### src/hdl/bcq_pkg.sv
// Purpose: constants for the breakpoint compare qualifier
// Assumes: one clock, registers reached over avalon-mm
// Notes:   register index times four gives the byte address
// Notes on behaviour
// - trace mode forces first-address mask to zero
// - trace mode: second mask only in full
// - bits 7:6 mask first address high/low bytes
// - code x:0 with page: 20-bit compare
// - code x:0 without page: 16-bit compare
// - code 1:0 compares all address lines
// - code 1:1 matches whole page, page access needed
// - bits 5:4 mask comparator b address, dual
// - full mode: second mask masks data bytes
// - bit 3 adds direction to comparator a
// - bit 2: zero write, one read
// - break enable blocks setting trace enable
// - full mode: a matches address, b data
// - full mode ignores comparator b direction bits
package bcq_pkg;
    // ************************************************
    // register indices
    // ************************************************
    localparam logic [5:0] IDX_CTRL     = 6'h29;
    localparam logic [5:0] IDX_A_EXT    = 6'h2a;
    localparam logic [5:0] IDX_A_HIGH   = 6'h2b;
    localparam logic [5:0] IDX_A_LOW    = 6'h2c;
    localparam logic [5:0] IDX_B_EXT    = 6'h2d;
    localparam logic [5:0] IDX_B_HIGH   = 6'h2e;
    localparam logic [5:0] IDX_B_LOW    = 6'h2f;
    localparam logic [5:0] IDX_MODE     = 6'h30;
    localparam logic [5:0] IDX_STATUS   = 6'h31;
    localparam logic [5:0] IDX_IRQ_MASK = 6'h32;

    // ************************************************
    // field positions
    // ************************************************
    localparam int CTL_A_MASK_H = 7;
    localparam int CTL_A_MASK_L = 6;
    localparam int CTL_B_MASK_H = 5;
    localparam int CTL_B_MASK_L = 4;
    localparam int CTL_A_DIR_EN = 3;
    localparam int CTL_A_DIR_V  = 2;
    localparam int CTL_B_DIR_EN = 1;
    localparam int CTL_B_DIR_V  = 0;
    localparam int MODE_BRK_EN  = 7;
    localparam int MODE_FULL    = 6;
    localparam int MODE_TRACE   = 0;
    localparam int ST_MATCH_A   = 0;
    localparam int ST_MATCH_B   = 1;
    localparam int ST_BREAK     = 2;
    localparam int ST_W         = 3;
    localparam int EXT_W        = 6;

    // ************************************************
    // mask codes and reset values
    // ************************************************
    localparam logic [1:0] MSK_NONE      = 2'h0;
    localparam logic [1:0] MSK_LOW_OFF   = 2'h1;
    localparam logic [1:0] MSK_HIGH_OFF  = 2'h2;
    localparam logic [1:0] MSK_PAGE_ONLY = 2'h3;
    localparam logic [7:0] RST_BYTE      = 8'h00;
    localparam logic [2:0] RST_ST        = 3'h0;

    typedef enum logic { BUS_IDLE, BUS_ACK } bcq_bus_t;
endpackage

### src/hdl/bcq_cmp.sv
// Purpose: one address or data comparator with mask and direction
// Assumes: inputs stable for the access cycle
// Notes:   purely combinational, owner registers the hit
`timescale 1ns/1ps
module bcq_cmp
(
    input  wire logic [5:0]  ext,
    input  wire logic [7:0]  high,
    input  wire logic [7:0]  low,
    input  wire logic [1:0]  mask,
    input  wire logic        data_mode,
    input  wire logic        dir_en,
    input  wire logic        dir_val,
    input  wire logic [15:0] bus_addr,
    input  wire logic [15:0] bus_data,
    input  wire logic [5:0]  bus_page,
    input  wire logic        page_sel,
    input  wire logic        bus_read,
    output logic             hit
);
    logic ext_ok;
    logic hi14;
    logic hi16;
    logic lo_ok;
    logic dh;
    logic dl;
    logic val_ok;
    logic dir_ok;

    assign ext_ok = (bus_page == ext);
    assign hi14   = (high[5:0] == bus_addr[13:8]);
    assign hi16   = (high == bus_addr[15:8]);
    assign lo_ok  = (low == bus_addr[7:0]);
    assign dh     = (high == bus_data[15:8]);
    assign dl     = (low == bus_data[7:0]);

    always_comb
    begin
        val_ok = 1'b0;
        if (data_mode)
        begin
            unique case (mask)
                bcq_pkg::MSK_NONE:      val_ok = dh & dl;
                bcq_pkg::MSK_LOW_OFF:   val_ok = dh;
                bcq_pkg::MSK_HIGH_OFF:  val_ok = dl;
                bcq_pkg::MSK_PAGE_ONLY: val_ok = 1'b1;
            endcase
        end
        else if (mask == bcq_pkg::MSK_PAGE_ONLY)
            val_ok = page_sel & ext_ok;
        else if (mask == bcq_pkg::MSK_LOW_OFF)
            val_ok = page_sel ? (ext_ok & hi14) : hi16;
        else
            val_ok = page_sel ? (ext_ok & hi14 & lo_ok) : (hi16 & lo_ok);
    end

    assign dir_ok = ~dir_en | (bus_read == dir_val);
    assign hit    = val_ok & dir_ok;
endmodule

### src/hdl/bcq_qualifier.sv
// Purpose: breakpoint compare qualifier with register slave
// Assumes: cpu bus inputs synchronous to ref_clk
// Notes:   avalon-mm slave, one wait state per access
//
// The Avalon-MM interface to the registers is this design's own decision.
`timescale 1ns/1ps
module bcq_qualifier
(
    input  wire logic        ref_clk,
    input  wire logic        rst,
    input  wire logic        ce,
    input  wire logic [7:0]  avs_address,
    input  wire logic        avs_read,
    input  wire logic        avs_write,
    input  wire logic [31:0] avs_writedata,
    input  wire logic [3:0]  avs_byteenable,
    output logic [31:0]      avs_readdata,
    output logic             avs_waitrequest,
    input  wire logic [15:0] cpu_addr,
    input  wire logic [15:0] cpu_data,
    input  wire logic [5:0]  program_page_index,
    input  wire logic        program_page_sel,
    input  wire logic        cpu_read,
    input  wire logic        cpu_valid,
    output logic             match_a_q,
    output logic             match_b_q,
    output logic             break_q,
    output logic             irq_q
);
    // ************************************************
    // registers
    // ************************************************
    logic [7:0]        ctrl_q;
    logic [7:0]        ext_q [2];
    logic [7:0]        high_q [2];
    logic [7:0]        low_q [2];
    logic              brk_en_q;
    logic              full_q;
    logic              trace_en_q;
    logic [2:0]        status_q;
    logic [2:0]        irq_mask_q;
    bcq_pkg::bcq_bus_t bus_q;

    logic              req;
    logic              addr_ok;
    logic [5:0]        idx;
    logic              wr_go;
    logic              rd_go;
    logic [7:0]        rd_byte;
    logic              trace_mode;
    logic              armed;
    logic [1:0]        mask_a;
    logic [1:0]        mask_b;
    logic [1:0]        mask [2];
    logic [1:0]        dir_en;
    logic [1:0]        dir_val;
    logic [1:0]        data_mode;
    logic [1:0]        hit;
    logic              ev_a;
    logic              ev_b;
    logic              ev_brk;
    logic [2:0]        ev;
    logic [2:0]        status_d;

    // ************************************************
    // bus decode
    // ************************************************
    assign req     = avs_read | avs_write;
    assign addr_ok = (avs_address[1:0] == 2'h0);
    assign idx     = avs_address[7:2];
    // the write lands on the edge the master sees waitrequest low
    assign wr_go   = ce & avs_write & (bus_q == bcq_pkg::BUS_ACK)
                     & addr_ok & avs_byteenable[0];
    assign rd_go   = ce & avs_read & (bus_q == bcq_pkg::BUS_IDLE);

    always_ff @(posedge ref_clk)
    begin
        if (rst)
        begin
            bus_q           <= bcq_pkg::BUS_IDLE;
            avs_waitrequest <= 1'b1;
        end
        else if (ce)
        begin
            unique case (bus_q)
                bcq_pkg::BUS_IDLE:
                begin
                    if (req)
                    begin
                        bus_q           <= bcq_pkg::BUS_ACK;
                        avs_waitrequest <= 1'b0;
                    end
                end
                bcq_pkg::BUS_ACK:
                begin
                    bus_q           <= bcq_pkg::BUS_IDLE;
                    avs_waitrequest <= 1'b1;
                end
            endcase
        end
    end

    // ************************************************
    // read mux
    // ************************************************
    always_comb
    begin
        rd_byte = bcq_pkg::RST_BYTE;
        if (addr_ok)
        begin
            case (idx)
                bcq_pkg::IDX_CTRL:     rd_byte = ctrl_q;
                bcq_pkg::IDX_A_EXT:    rd_byte = ext_q[0];
                bcq_pkg::IDX_A_HIGH:   rd_byte = high_q[0];
                bcq_pkg::IDX_A_LOW:    rd_byte = low_q[0];
                bcq_pkg::IDX_B_EXT:    rd_byte = ext_q[1];
                bcq_pkg::IDX_B_HIGH:   rd_byte = high_q[1];
                bcq_pkg::IDX_B_LOW:    rd_byte = low_q[1];
                bcq_pkg::IDX_MODE:
                begin
                    rd_byte[bcq_pkg::MODE_BRK_EN] = brk_en_q;
                    rd_byte[bcq_pkg::MODE_FULL]   = full_q;
                    rd_byte[bcq_pkg::MODE_TRACE]  = trace_en_q;
                end
                bcq_pkg::IDX_STATUS:   rd_byte[2:0] = status_q;
                bcq_pkg::IDX_IRQ_MASK: rd_byte[2:0] = irq_mask_q;
                default:               rd_byte = bcq_pkg::RST_BYTE;
            endcase
        end
    end

    always_ff @(posedge ref_clk)
    begin
        if (rst)
            avs_readdata <= 32'h0000_0000;
        else if (rd_go)
            avs_readdata <= {24'h00_0000, rd_byte};
    end

    // ************************************************
    // control and comparator registers
    // ************************************************
    always_ff @(posedge ref_clk)
    begin
        if (rst)
            ctrl_q <= bcq_pkg::RST_BYTE;
        else if (wr_go && idx == bcq_pkg::IDX_CTRL)
            ctrl_q <= avs_writedata[7:0];
    end

    always_ff @(posedge ref_clk)
    begin
        if (rst)
        begin
            for (int i = 0; i < 2; i++)
            begin
                ext_q[i]  <= bcq_pkg::RST_BYTE;
                high_q[i] <= bcq_pkg::RST_BYTE;
                low_q[i]  <= bcq_pkg::RST_BYTE;
            end
        end
        else if (wr_go)
        begin
            case (idx)
                bcq_pkg::IDX_A_EXT:  ext_q[0]  <= avs_writedata[7:0];
                bcq_pkg::IDX_A_HIGH: high_q[0] <= avs_writedata[7:0];
                bcq_pkg::IDX_A_LOW:  low_q[0]  <= avs_writedata[7:0];
                bcq_pkg::IDX_B_EXT:  ext_q[1]  <= avs_writedata[7:0];
                bcq_pkg::IDX_B_HIGH: high_q[1] <= avs_writedata[7:0];
                bcq_pkg::IDX_B_LOW:  low_q[1]  <= avs_writedata[7:0];
                default:             ;
            endcase
        end
    end

    // ************************************************
    // mode register
    // ************************************************
    always_ff @(posedge ref_clk)
    begin
        if (rst)
        begin
            brk_en_q   <= 1'b0;
            full_q     <= 1'b0;
            trace_en_q <= 1'b0;
        end
        else if (wr_go && idx == bcq_pkg::IDX_MODE)
        begin
            brk_en_q   <= avs_writedata[bcq_pkg::MODE_BRK_EN];
            full_q     <= avs_writedata[bcq_pkg::MODE_FULL];
            trace_en_q <= avs_writedata[bcq_pkg::MODE_TRACE]
                          & ~avs_writedata[bcq_pkg::MODE_BRK_EN];
        end
    end

    // ************************************************
    // mask and direction qualification
    // ************************************************
    assign trace_mode = trace_en_q & ~brk_en_q;
    assign armed      = brk_en_q | trace_mode;

    assign mask_a = trace_mode ? bcq_pkg::MSK_NONE
                    : ctrl_q[bcq_pkg::CTL_A_MASK_H:bcq_pkg::CTL_A_MASK_L];
    // second mask, full only in trace
    assign mask_b = (trace_mode & ~full_q) ? bcq_pkg::MSK_NONE
                    : ctrl_q[bcq_pkg::CTL_B_MASK_H:bcq_pkg::CTL_B_MASK_L];
    assign mask[0] = mask_a;
    assign mask[1] = mask_b;

    assign dir_en[0]  = ctrl_q[bcq_pkg::CTL_A_DIR_EN];
    assign dir_val[0] = ctrl_q[bcq_pkg::CTL_A_DIR_V];
    assign dir_en[1]  = ctrl_q[bcq_pkg::CTL_B_DIR_EN] & ~full_q;
    assign dir_val[1] = ctrl_q[bcq_pkg::CTL_B_DIR_V];
    // b compares data in full mode
    assign data_mode  = {full_q, 1'b0};

    // ************************************************
    // comparators
    // ************************************************
    generate
        for (genvar g = 0; g < 2; g++)
        begin : g_cmp
            bcq_cmp u_cmp
            (
                .ext       (ext_q[g][bcq_pkg::EXT_W-1:0]),
                .high      (high_q[g]),
                .low       (low_q[g]),
                .mask      (mask[g]),
                .data_mode (data_mode[g]),
                .dir_en    (dir_en[g]),
                .dir_val   (dir_val[g]),
                .bus_addr  (cpu_addr),
                .bus_data  (cpu_data),
                .bus_page  (program_page_index),
                .page_sel  (program_page_sel),
                .bus_read  (cpu_read),
                .hit       (hit[g])
            );
        end
    endgenerate

    // ************************************************
    // match events
    // ************************************************
    assign ev_a   = cpu_valid & armed & hit[0];
    assign ev_b   = cpu_valid & armed & hit[1];
    // full mode needs address and data together
    assign ev_brk = full_q ? (ev_a & ev_b) : (ev_a | ev_b);
    assign ev     = {ev_brk, ev_b, ev_a};

    always_ff @(posedge ref_clk)
    begin
        if (rst)
        begin
            match_a_q <= 1'b0;
            match_b_q <= 1'b0;
            break_q   <= 1'b0;
        end
        else if (ce)
        begin
            match_a_q <= ev_a;
            match_b_q <= ev_b;
            break_q   <= ev_brk;
        end
    end

    // ************************************************
    // interrupt status and mask
    // ************************************************
    // a new event wins over a write-one-to-clear in the same cycle
    always_comb
    begin
        status_d = status_q;
        if (wr_go && idx == bcq_pkg::IDX_STATUS)
            status_d = status_q & ~avs_writedata[bcq_pkg::ST_W-1:0];
        status_d = status_d | ev;
    end

    always_ff @(posedge ref_clk)
    begin
        if (rst)
            status_q <= bcq_pkg::RST_ST;
        else if (ce)
            status_q <= status_d;
    end

    always_ff @(posedge ref_clk)
    begin
        if (rst)
            irq_mask_q <= bcq_pkg::RST_ST;
        else if (wr_go && idx == bcq_pkg::IDX_IRQ_MASK)
            irq_mask_q <= avs_writedata[bcq_pkg::ST_W-1:0];
    end

    // updated on the same edge as status, kept registered for a clean pin
    always_ff @(posedge ref_clk)
    begin
        if (rst)
            irq_q <= 1'b0;
        else if (ce)
            irq_q <= |(status_d & irq_mask_q);
    end
endmodule

### config.mk
export PLATFORM = sky130hd
export DESIGN_NAME = bcq_qualifier
export DESIGN_NICKNAME = d
export VERILOG_FILES = /design/src/hdl/bcq_pkg.sv /design/src/hdl/bcq_cmp.sv /design/src/hdl/bcq_qualifier.sv
export SDC_FILE = /design/constraint.sdc
export NUM_CORES = 1
export LEC_CHECK = 0
export BUFFER_PORTS_ARGS = -buffer_cell sky130_fd_sc_hd__buf_2
export CAP_MARGIN = 20
export CORE_ASPECT_RATIO = 2
export CORE_MARGIN = 5
export CORE_UTILIZATION = 48
export DETAILED_ROUTE_END_ITERATION = 10
export PLACE_DENSITY = 0.89
export SYNTH_ARGS = -nofsm -noshare
export SYNTH_HDL_FRONTEND = slang
export SYNTH_HIERARCHICAL = 1
export SYNTH_SLANG_ARGS = --single-unit
### constraint.sdc
create_clock -name ref_clk -period 1.93 [get_ports ref_clk]
set_clock_uncertainty 0.15 [all_clocks]
set_input_delay 0.193 -clock ref_clk [delete_from_list [all_inputs] [get_ports ref_clk]]
set_output_delay 0.193 -clock ref_clk [all_outputs]
set_load 0.01 [all_outputs]
== Word level (Yosys, flattened, before mapping) ==
Memory sizes are Yosys's and may differ from the RTL's.
Cells that the tools add are included.

* Register bits after elaboration: 31
* Output and inout bits: 37
* Memories kept: 3
* Bits in writable memories: 48
* Logic and storage cells: 153

* Bitwise logic cells: 46
* Reductions and logical operators: 8
* Equality and inequality tests: 28
* Multiplexer cells: 55

{| class="wikitable"
|+ Memories
! memory !! words !! bits a word !! rd ports !! clocked after Yosys merged registers in !! write ports !! line !! text
|-
| ext_q || 2 || 8 || 2 || 0 || 2 || bcq_qualifier.sv:34 || <nowiki>logic [7:0] ext_q [2];</nowiki>
|-
| high_q || 2 || 8 || 2 || 0 || 2 || bcq_qualifier.sv:35 || <nowiki>logic [7:0] high_q [2];</nowiki>
|-
| low_q || 2 || 8 || 2 || 0 || 2 || bcq_qualifier.sv:36 || <nowiki>logic [7:0] low_q [2];</nowiki>
|}

{| class="wikitable"
|+ Operators with widths
! operator !! count
|-
| == test 6 bit (second input constant) || 10
|-
| 2-to-1 mux 8 bit || 7
|-
| == test 8 bit || 6
|-
| 2-to-1 mux 1 bit || 38
|-
| bitwise AND 1 bit || 25
|-
| == test 6 bit || 4
|-
| one-hot mux 3 bit (7 select lines) || 1
|-
| one-hot mux 2 bit (9 select lines) || 1
|-
| one-hot mux 2 bit (8 select lines) || 1
|-
| OR 1 bit || 11
|-
| one-hot mux 1 bit (10 select lines) || 1
|-
| bitwise AND 3 bit || 2
|-
| == test 2 bit (second input constant) || 3
|-
| inverter 1 bit || 6
|-
| == test 2 x 1 -> 1 bit (second input constant) || 2
|-
| logical AND 1 bit || 4
|-
| zero test 2 bit || 2
|-
| 2-to-1 mux 2 bit || 2
|-
| one-hot mux 1 bit (2 select lines) || 2
|-
| one-hot mux 1 bit (4 select lines) || 1
|-
| 2-to-1 mux 3 bit || 1
|-
| inverter 3 bit || 1
|-
| OR 3 bit || 1
|-
| OR reduction 3 bit || 1
|-
| 3 further kinds || 4
|}

== Depth between registers and ports, before layout ==
* Depth in word-level cells: 15
* Mapped depth: 12
* Mapped depth without buffers: 12

== By module ==
Netlist, hierarchy kept.

{| class="wikitable"
|+ Modules (own cells, without submodules)
! module !! area each (um^2) !! cells each !! times used
|-
| bcq_qualifier || 3619.7 || 321 || 1
|-
| bcq_cmp || 474.2 || 58 || 2
|}

== Least setup slack after synthesis ==
Ideal clock, no wire load.

* Kind: register -> register
* From: register brk_en_q
* To: register irq_q
* Data arrival time: 1.873 ns
* Clock period less this slack: 2.114 ns
* Cell stages (with the launch flop): 13
* Library setup time: 0.091 ns
* Slack: -0.184 ns
* Path buffers: 0
* Path through: dfxtp_1 nand2b_1 o21a_1 nand2_1 a31oi_1 nor2_1 o2111ai_1 a22oi_1 nor2_1 o21ai_0 a31o_2 a31oi_1 a311oi_1

* Cells in the longest elaborated chain, start to end: 15
* Elaborated cells between the ends (all ways): 29
* Those cells by class: eq/ne (5); mux (9); bitwise (13); reduce/logical (2)

{| class="wikitable"
|+ Ends and longest elaborated chain
! what !! line !! text
|-
| start: declaration || bcq_qualifier.sv:37 || <nowiki>logic brk_en_q;</nowiki>
|-
| start signal: assignment || bcq_qualifier.sv:189 || <nowiki>brk_en_q <= avs_writedata[bcq_pkg::MODE_BRK_EN];</nowiki>
|-
| inverter 1 bit (*) || bcq_qualifier.sv:199 || <nowiki>assign trace_mode = trace_en_q & ~brk_en_q;</nowiki>
|-
| bitwise AND 1 bit (*) || bcq_qualifier.sv:199 ||
|-
| bitwise AND 1 bit (*) || bcq_qualifier.sv:205 || <nowiki>assign mask_b = (trace_mode & ~full_q) ? bcq_pkg::MSK_NONE</nowiki>
|-
| 2-to-1 mux 2 bit (*) || bcq_qualifier.sv:205 ||
|-
| via mask_b[0] || bcq_qualifier.sv:53 || <nowiki>logic [1:0] mask_b;</nowiki>
|-
| == test 2 x 1 -> 1 bit || bcq_cmp.sv:42, bcq_cmp.sv:51 ||
|-
| 2-to-1 mux 1 bit || bcq_cmp.sv:51 || <nowiki>else if (mask == bcq_pkg::MSK_LOW_OFF)</nowiki>
|-
| 2-to-1 mux 1 bit || bcq_cmp.sv:49 || <nowiki>else if (mask == bcq_pkg::MSK_PAGE_ONLY)</nowiki>
|-
| 2-to-1 mux 1 bit (*) || bcq_cmp.sv:40 || <nowiki>if (data_mode)</nowiki>
|-
| bitwise AND 1 bit (*) || bcq_cmp.sv:58 || <nowiki>assign hit = val_ok & dir_ok;</nowiki>
|-
| via hit[1] || bcq_qualifier.sv:58 || <nowiki>logic [1:0] hit;</nowiki>
|-
| bitwise AND 1 bit (*) || bcq_qualifier.sv:246 || <nowiki>assign ev_b = cpu_valid & armed & hit[1];</nowiki>
|-
| OR 1 bit or bitwise AND 1 bit (tied branches) || bcq_qualifier.sv:248 || <nowiki>assign ev_brk = full_q ? (ev_a & ev_b) : (ev_a | ev_b);</nowiki>
|-
| 2-to-1 mux 1 bit || bcq_qualifier.sv:248 ||
|-
| OR 3 bit (*) || bcq_qualifier.sv:276 || <nowiki>status_d = status_d | ev;</nowiki>
|-
| bitwise AND 3 bit (*) || bcq_qualifier.sv:301 || <nowiki>irq_q <= |(status_d & irq_mask_q);</nowiki>
|-
| OR reduction 3 bit (*) || bcq_qualifier.sv:301 ||
|-
| end signal: assignment || bcq_qualifier.sv:301 ||
|-
| end: declaration || bcq_qualifier.sv:28 || <nowiki>output logic irq_q</nowiki>
|}

Mark *: on every way through the listed nets, which the timed path passes. The rest lies on a longest branch.
A chain may end at the register's enable or synchronous reset.

==> metrics.yaml <==
run_status:
  outcome: "finished, violations left"
  violations_in_the_final_reports: "setup timing"
routing:
  drc: 0
  firstDrtPassIters: 7
  postRouteWirelength_um: 14700
  wl_per_cell_um: 20.1
  detail_route.iter0.violations: 435
  routed_via_density: 5.85
  final_antenna_net_count: 0
  routed-via-count: 4283
timing:
  final_hold_viol_count: 0
  top_achievable_clock_speed_mhz: 427
  timing.final.crit_period_ns: 2.34
  report.final.setup_viol: 7
  report.final.slew_viol_count: 0
  timing.setup.tns_ns: -2.19
  fin_ws_ns: -0.412
  final.period_utilization_pct: 121
  max_slew_margin_pct: 43.5
  worst_slew_pin_slew_ns: 0.844
  grt_setup_unrepaired: "true"
synth:
  synth_top_area_share_pct: 31.6
  post_synth.cell_area_avg_um2: 10.5
  ys_seq_area_share_pct: 45.1
  syn-cell-area_mm2: 0.00457
  synth_ff_type: "sky130_fd_sc_hd__edfxtp_1"
  synthDominantAreaCellType: "sky130_fd_sc_hd__edfxtp_1"
  ys_seq_elements: 79
  synthCells: 437
  synthDistinctLibCells: 49
  synth_top_cells_by_area: "sky130_fd_sc_hd__edfxtp_1 32%, sky130_fd_sc_hd__dfxtp_1 14%, sky130_fd_sc_hd__xnor2_1 13%"
  synth_enable_flop_cells: 48
  async_reset_ff_share_pct: 0
  synth-warning-count: 6
clock_tree:
  root_buffer: "sky130_fd_sc_hd__clkbuf_16"
  cts-htree-levels: 3
  deepest_clock_path_buffer_count: 2
  cts_tree: "yes"
  cts.reportedPaths.clkPinSlew_ns: 0.06
  cts_num_sinks: 79
  clk-insertion-delay-late_ns: 0.34
  cts_buffers: 9
global_routing:
  grt_first_pass_wirelength_um: 22700
  grt_max_degree: 22
  grt_antenna_before_repair: 0
  overflow: 0
  grt_util_all_layers_pct: 25.8
  grt_pass1_vias: 4498
hold_path:
  worstHoldPathType: "input pin to flop"
pwr:
  net-switching-power_mw: 0.981
  p_seq_share_pct: 44.4
  total_leakage_power_nw: 2.54
  power.internal_mw: 3.20
  powerDensity_mw_per_mm2: 671
  ir_worst_vdd_mv: 0.655
  power.share.combinational_pct: 12.5
  p_clk_share_pct: 43.1
  netSwitchingFraction_pct: 23.5
floorplan:
  fp.dieArea_mm2: 0.0117
  row_count: 50
  core_ar_mm2: 0.00932
  io-pin-count: 127
  die_width_um: 79.0
  die_y_um: 148
  floorplan.initialDensity_pct: 49.0
critical_path:
  path_class: "flop to flop"
  regToRegSetupSlack_ns: -0.41
  start_kind: "flop"
  critical_path_required_ns: 2.05
  cp_data_arrival_time_ns: 2.46
  critPathCaptureType: "flop"
  critPathMaxFanout: 3
cells_and_area:
  num-fill-cells: 673
  design.final.nets: 713
  final_common_cell: "sky130_fd_sc_hd__buf_4"
  drive_above_1_share_pct: 37.4
  commonest_cells_after_routing_fill_and_taps_aside: "109 x sky130_fd_sc_hd__buf_4, 75 x sky130_fd_sc_hd__buf_2, 64 x sky130_fd_sc_hd__xnor2_1"
  syn_to_final_growth_pct: 36.4
  antenna_fix_cells: 0
placement:
  dp_worst_setup_slack_ns: -0.488
  hpwlAfterDp_um: 11800
  place_congestion: 1.03
  numPortBuffers: 75
run:
  max_cap_check_violation_count: 0
-- power by group through the flow --
stage / Combinational (mW) / Sequential [mW] / Clock, mW
final: 0.521 / 1.86 / 1.80
after global placement: 0.475 / 1.89 / 0
after floorplan: 0.262 / 1.89 / 0
after global routing: 0.555 / 1.86 / 1.91
after detailed placement: 0.493 / 1.89 / 0
after CTS: 0.504 / 1.85 / 1.83
-- per-stage QoR --
stage          total power [mW]  util [%]  instances  hold slack (ns)  instance area, µm²
6_report                   4.18      66.8        732           0.0841                6230
4_1_cts                    4.19      65.8        729           0.0582                6140
2_1_floorplan              2.15         -        462            0.190                4670
5_1_grt                    4.32      66.8        732           0.0959                6230
3_3_place_gp               2.36      61.5        708            0.282                5740
3_5_place_dp               2.38      61.5        708            0.284                5740
-- area by class of cell --
type,instances,area (µm²),area share [%]
multi-input cells,340,2450,39.3
well taps,104,130,2.09
flip-flops and latches,79,2060,33.1
clock buffers,9,225,3.62
inverters,6,22.5,0.362
clock inverters,7,96.3,1.55
repair buffers,187,1240,20.0
-- worst max-delay path: stages, from the launching register on --
cell and delay (ns):
sky130_fd_sc_hd__edfxtp_1 0.42, sky130_fd_sc_hd__xnor2_1 0.21, sky130_fd_sc_hd__nand4_1 0.14, sky130_fd_sc_hd__nor2_1 0.26, sky130_fd_sc_hd__o2111ai_1 0.15, sky130_fd_sc_hd__a22oi_2 0.23, sky130_fd_sc_hd__nor2_1 0.09, sky130_fd_sc_hd__o21ai_2 0.17
sky130_fd_sc_hd__buf_4 0.13, sky130_fd_sc_hd__buf_4 0.09, sky130_fd_sc_hd__nand3_1 0.09, sky130_fd_sc_hd__a21oi_1 0.13
-- cell families (layout without fill, tap and decap cells) --
group           Yosys count  in the layout  share of synthesized area (%)
simple gates            137            137                           16.4
other cells               1             26                         0.0821
buf+inv                  43            209                           5.86
mux                      15             15                           3.29
compound gates           84             84                           14.0
xor+xnor                 78             78                           15.3
flops                    79             79                           45.1
-- Yosys cell counts, drive strengths merged, types with 2 or more instances --
cell,n
a21o,11
nand3b,2
o221ai,2
nor2b,2
mux2i,15
nand4,17
o21ai,7
nand2,13
a222oi,6
nand3,10
and2,30
xnor2,68
a21oi,8
a22o,3
inv,6
o2111ai,2
dfxtp,31
o21a,3
edfxtp,48
o31ai,4
nor3,15
a22oi,19
nand2b,3
a2111oi,2
xor2,10
nor2,40
nand4bb,2
a41oi,2
buf,32
clkbuf,5
a31oi,9
-- worst paths after layout --
path,start,to,depth (start not counted)
max,low_q[0][2],break_q,11
min,avs_writedata[5],ctrl_q[5],3
max reg2reg,low_q[0][2],break_q,11
min reg2reg,avs_readdata[2],avs_readdata[2],1
-- sequential cells by signal, summed over array words and instances, names as in the netlist --
signal           count
brk_en_q             1
status_q             3
ext_q               16
full_q               1
match_a_q            1
irq_q                1
bus_q                1
ctrl_q               8
low_q               16
irq_mask_q           3
avs_waitrequest      1
trace_en_q           1
avs_readdata         8
match_b_q            1
high_q              16
break_q              1
-- routing by layer --
layer | GRT usage, % | vias up | part of all wire, %
met5 | 0 | - | 0
met4 | 21.0 | 0 | 9.5
met2 | 45.6 | 249 | 51
met1 | 25.2 | 2012 | 32
li1 | - | 1931 | -
met3 | 5.00 | 91 | 7.2
-- timing repair --
item                       in CTS  in global routing
pin swaps                       4                  3
hold buffers                    0                  0
gates resized for setup        10                 12
setup buffers                   5                  3
setup endpoints to repair       9                 48
(Power assumes the default switching activity.)
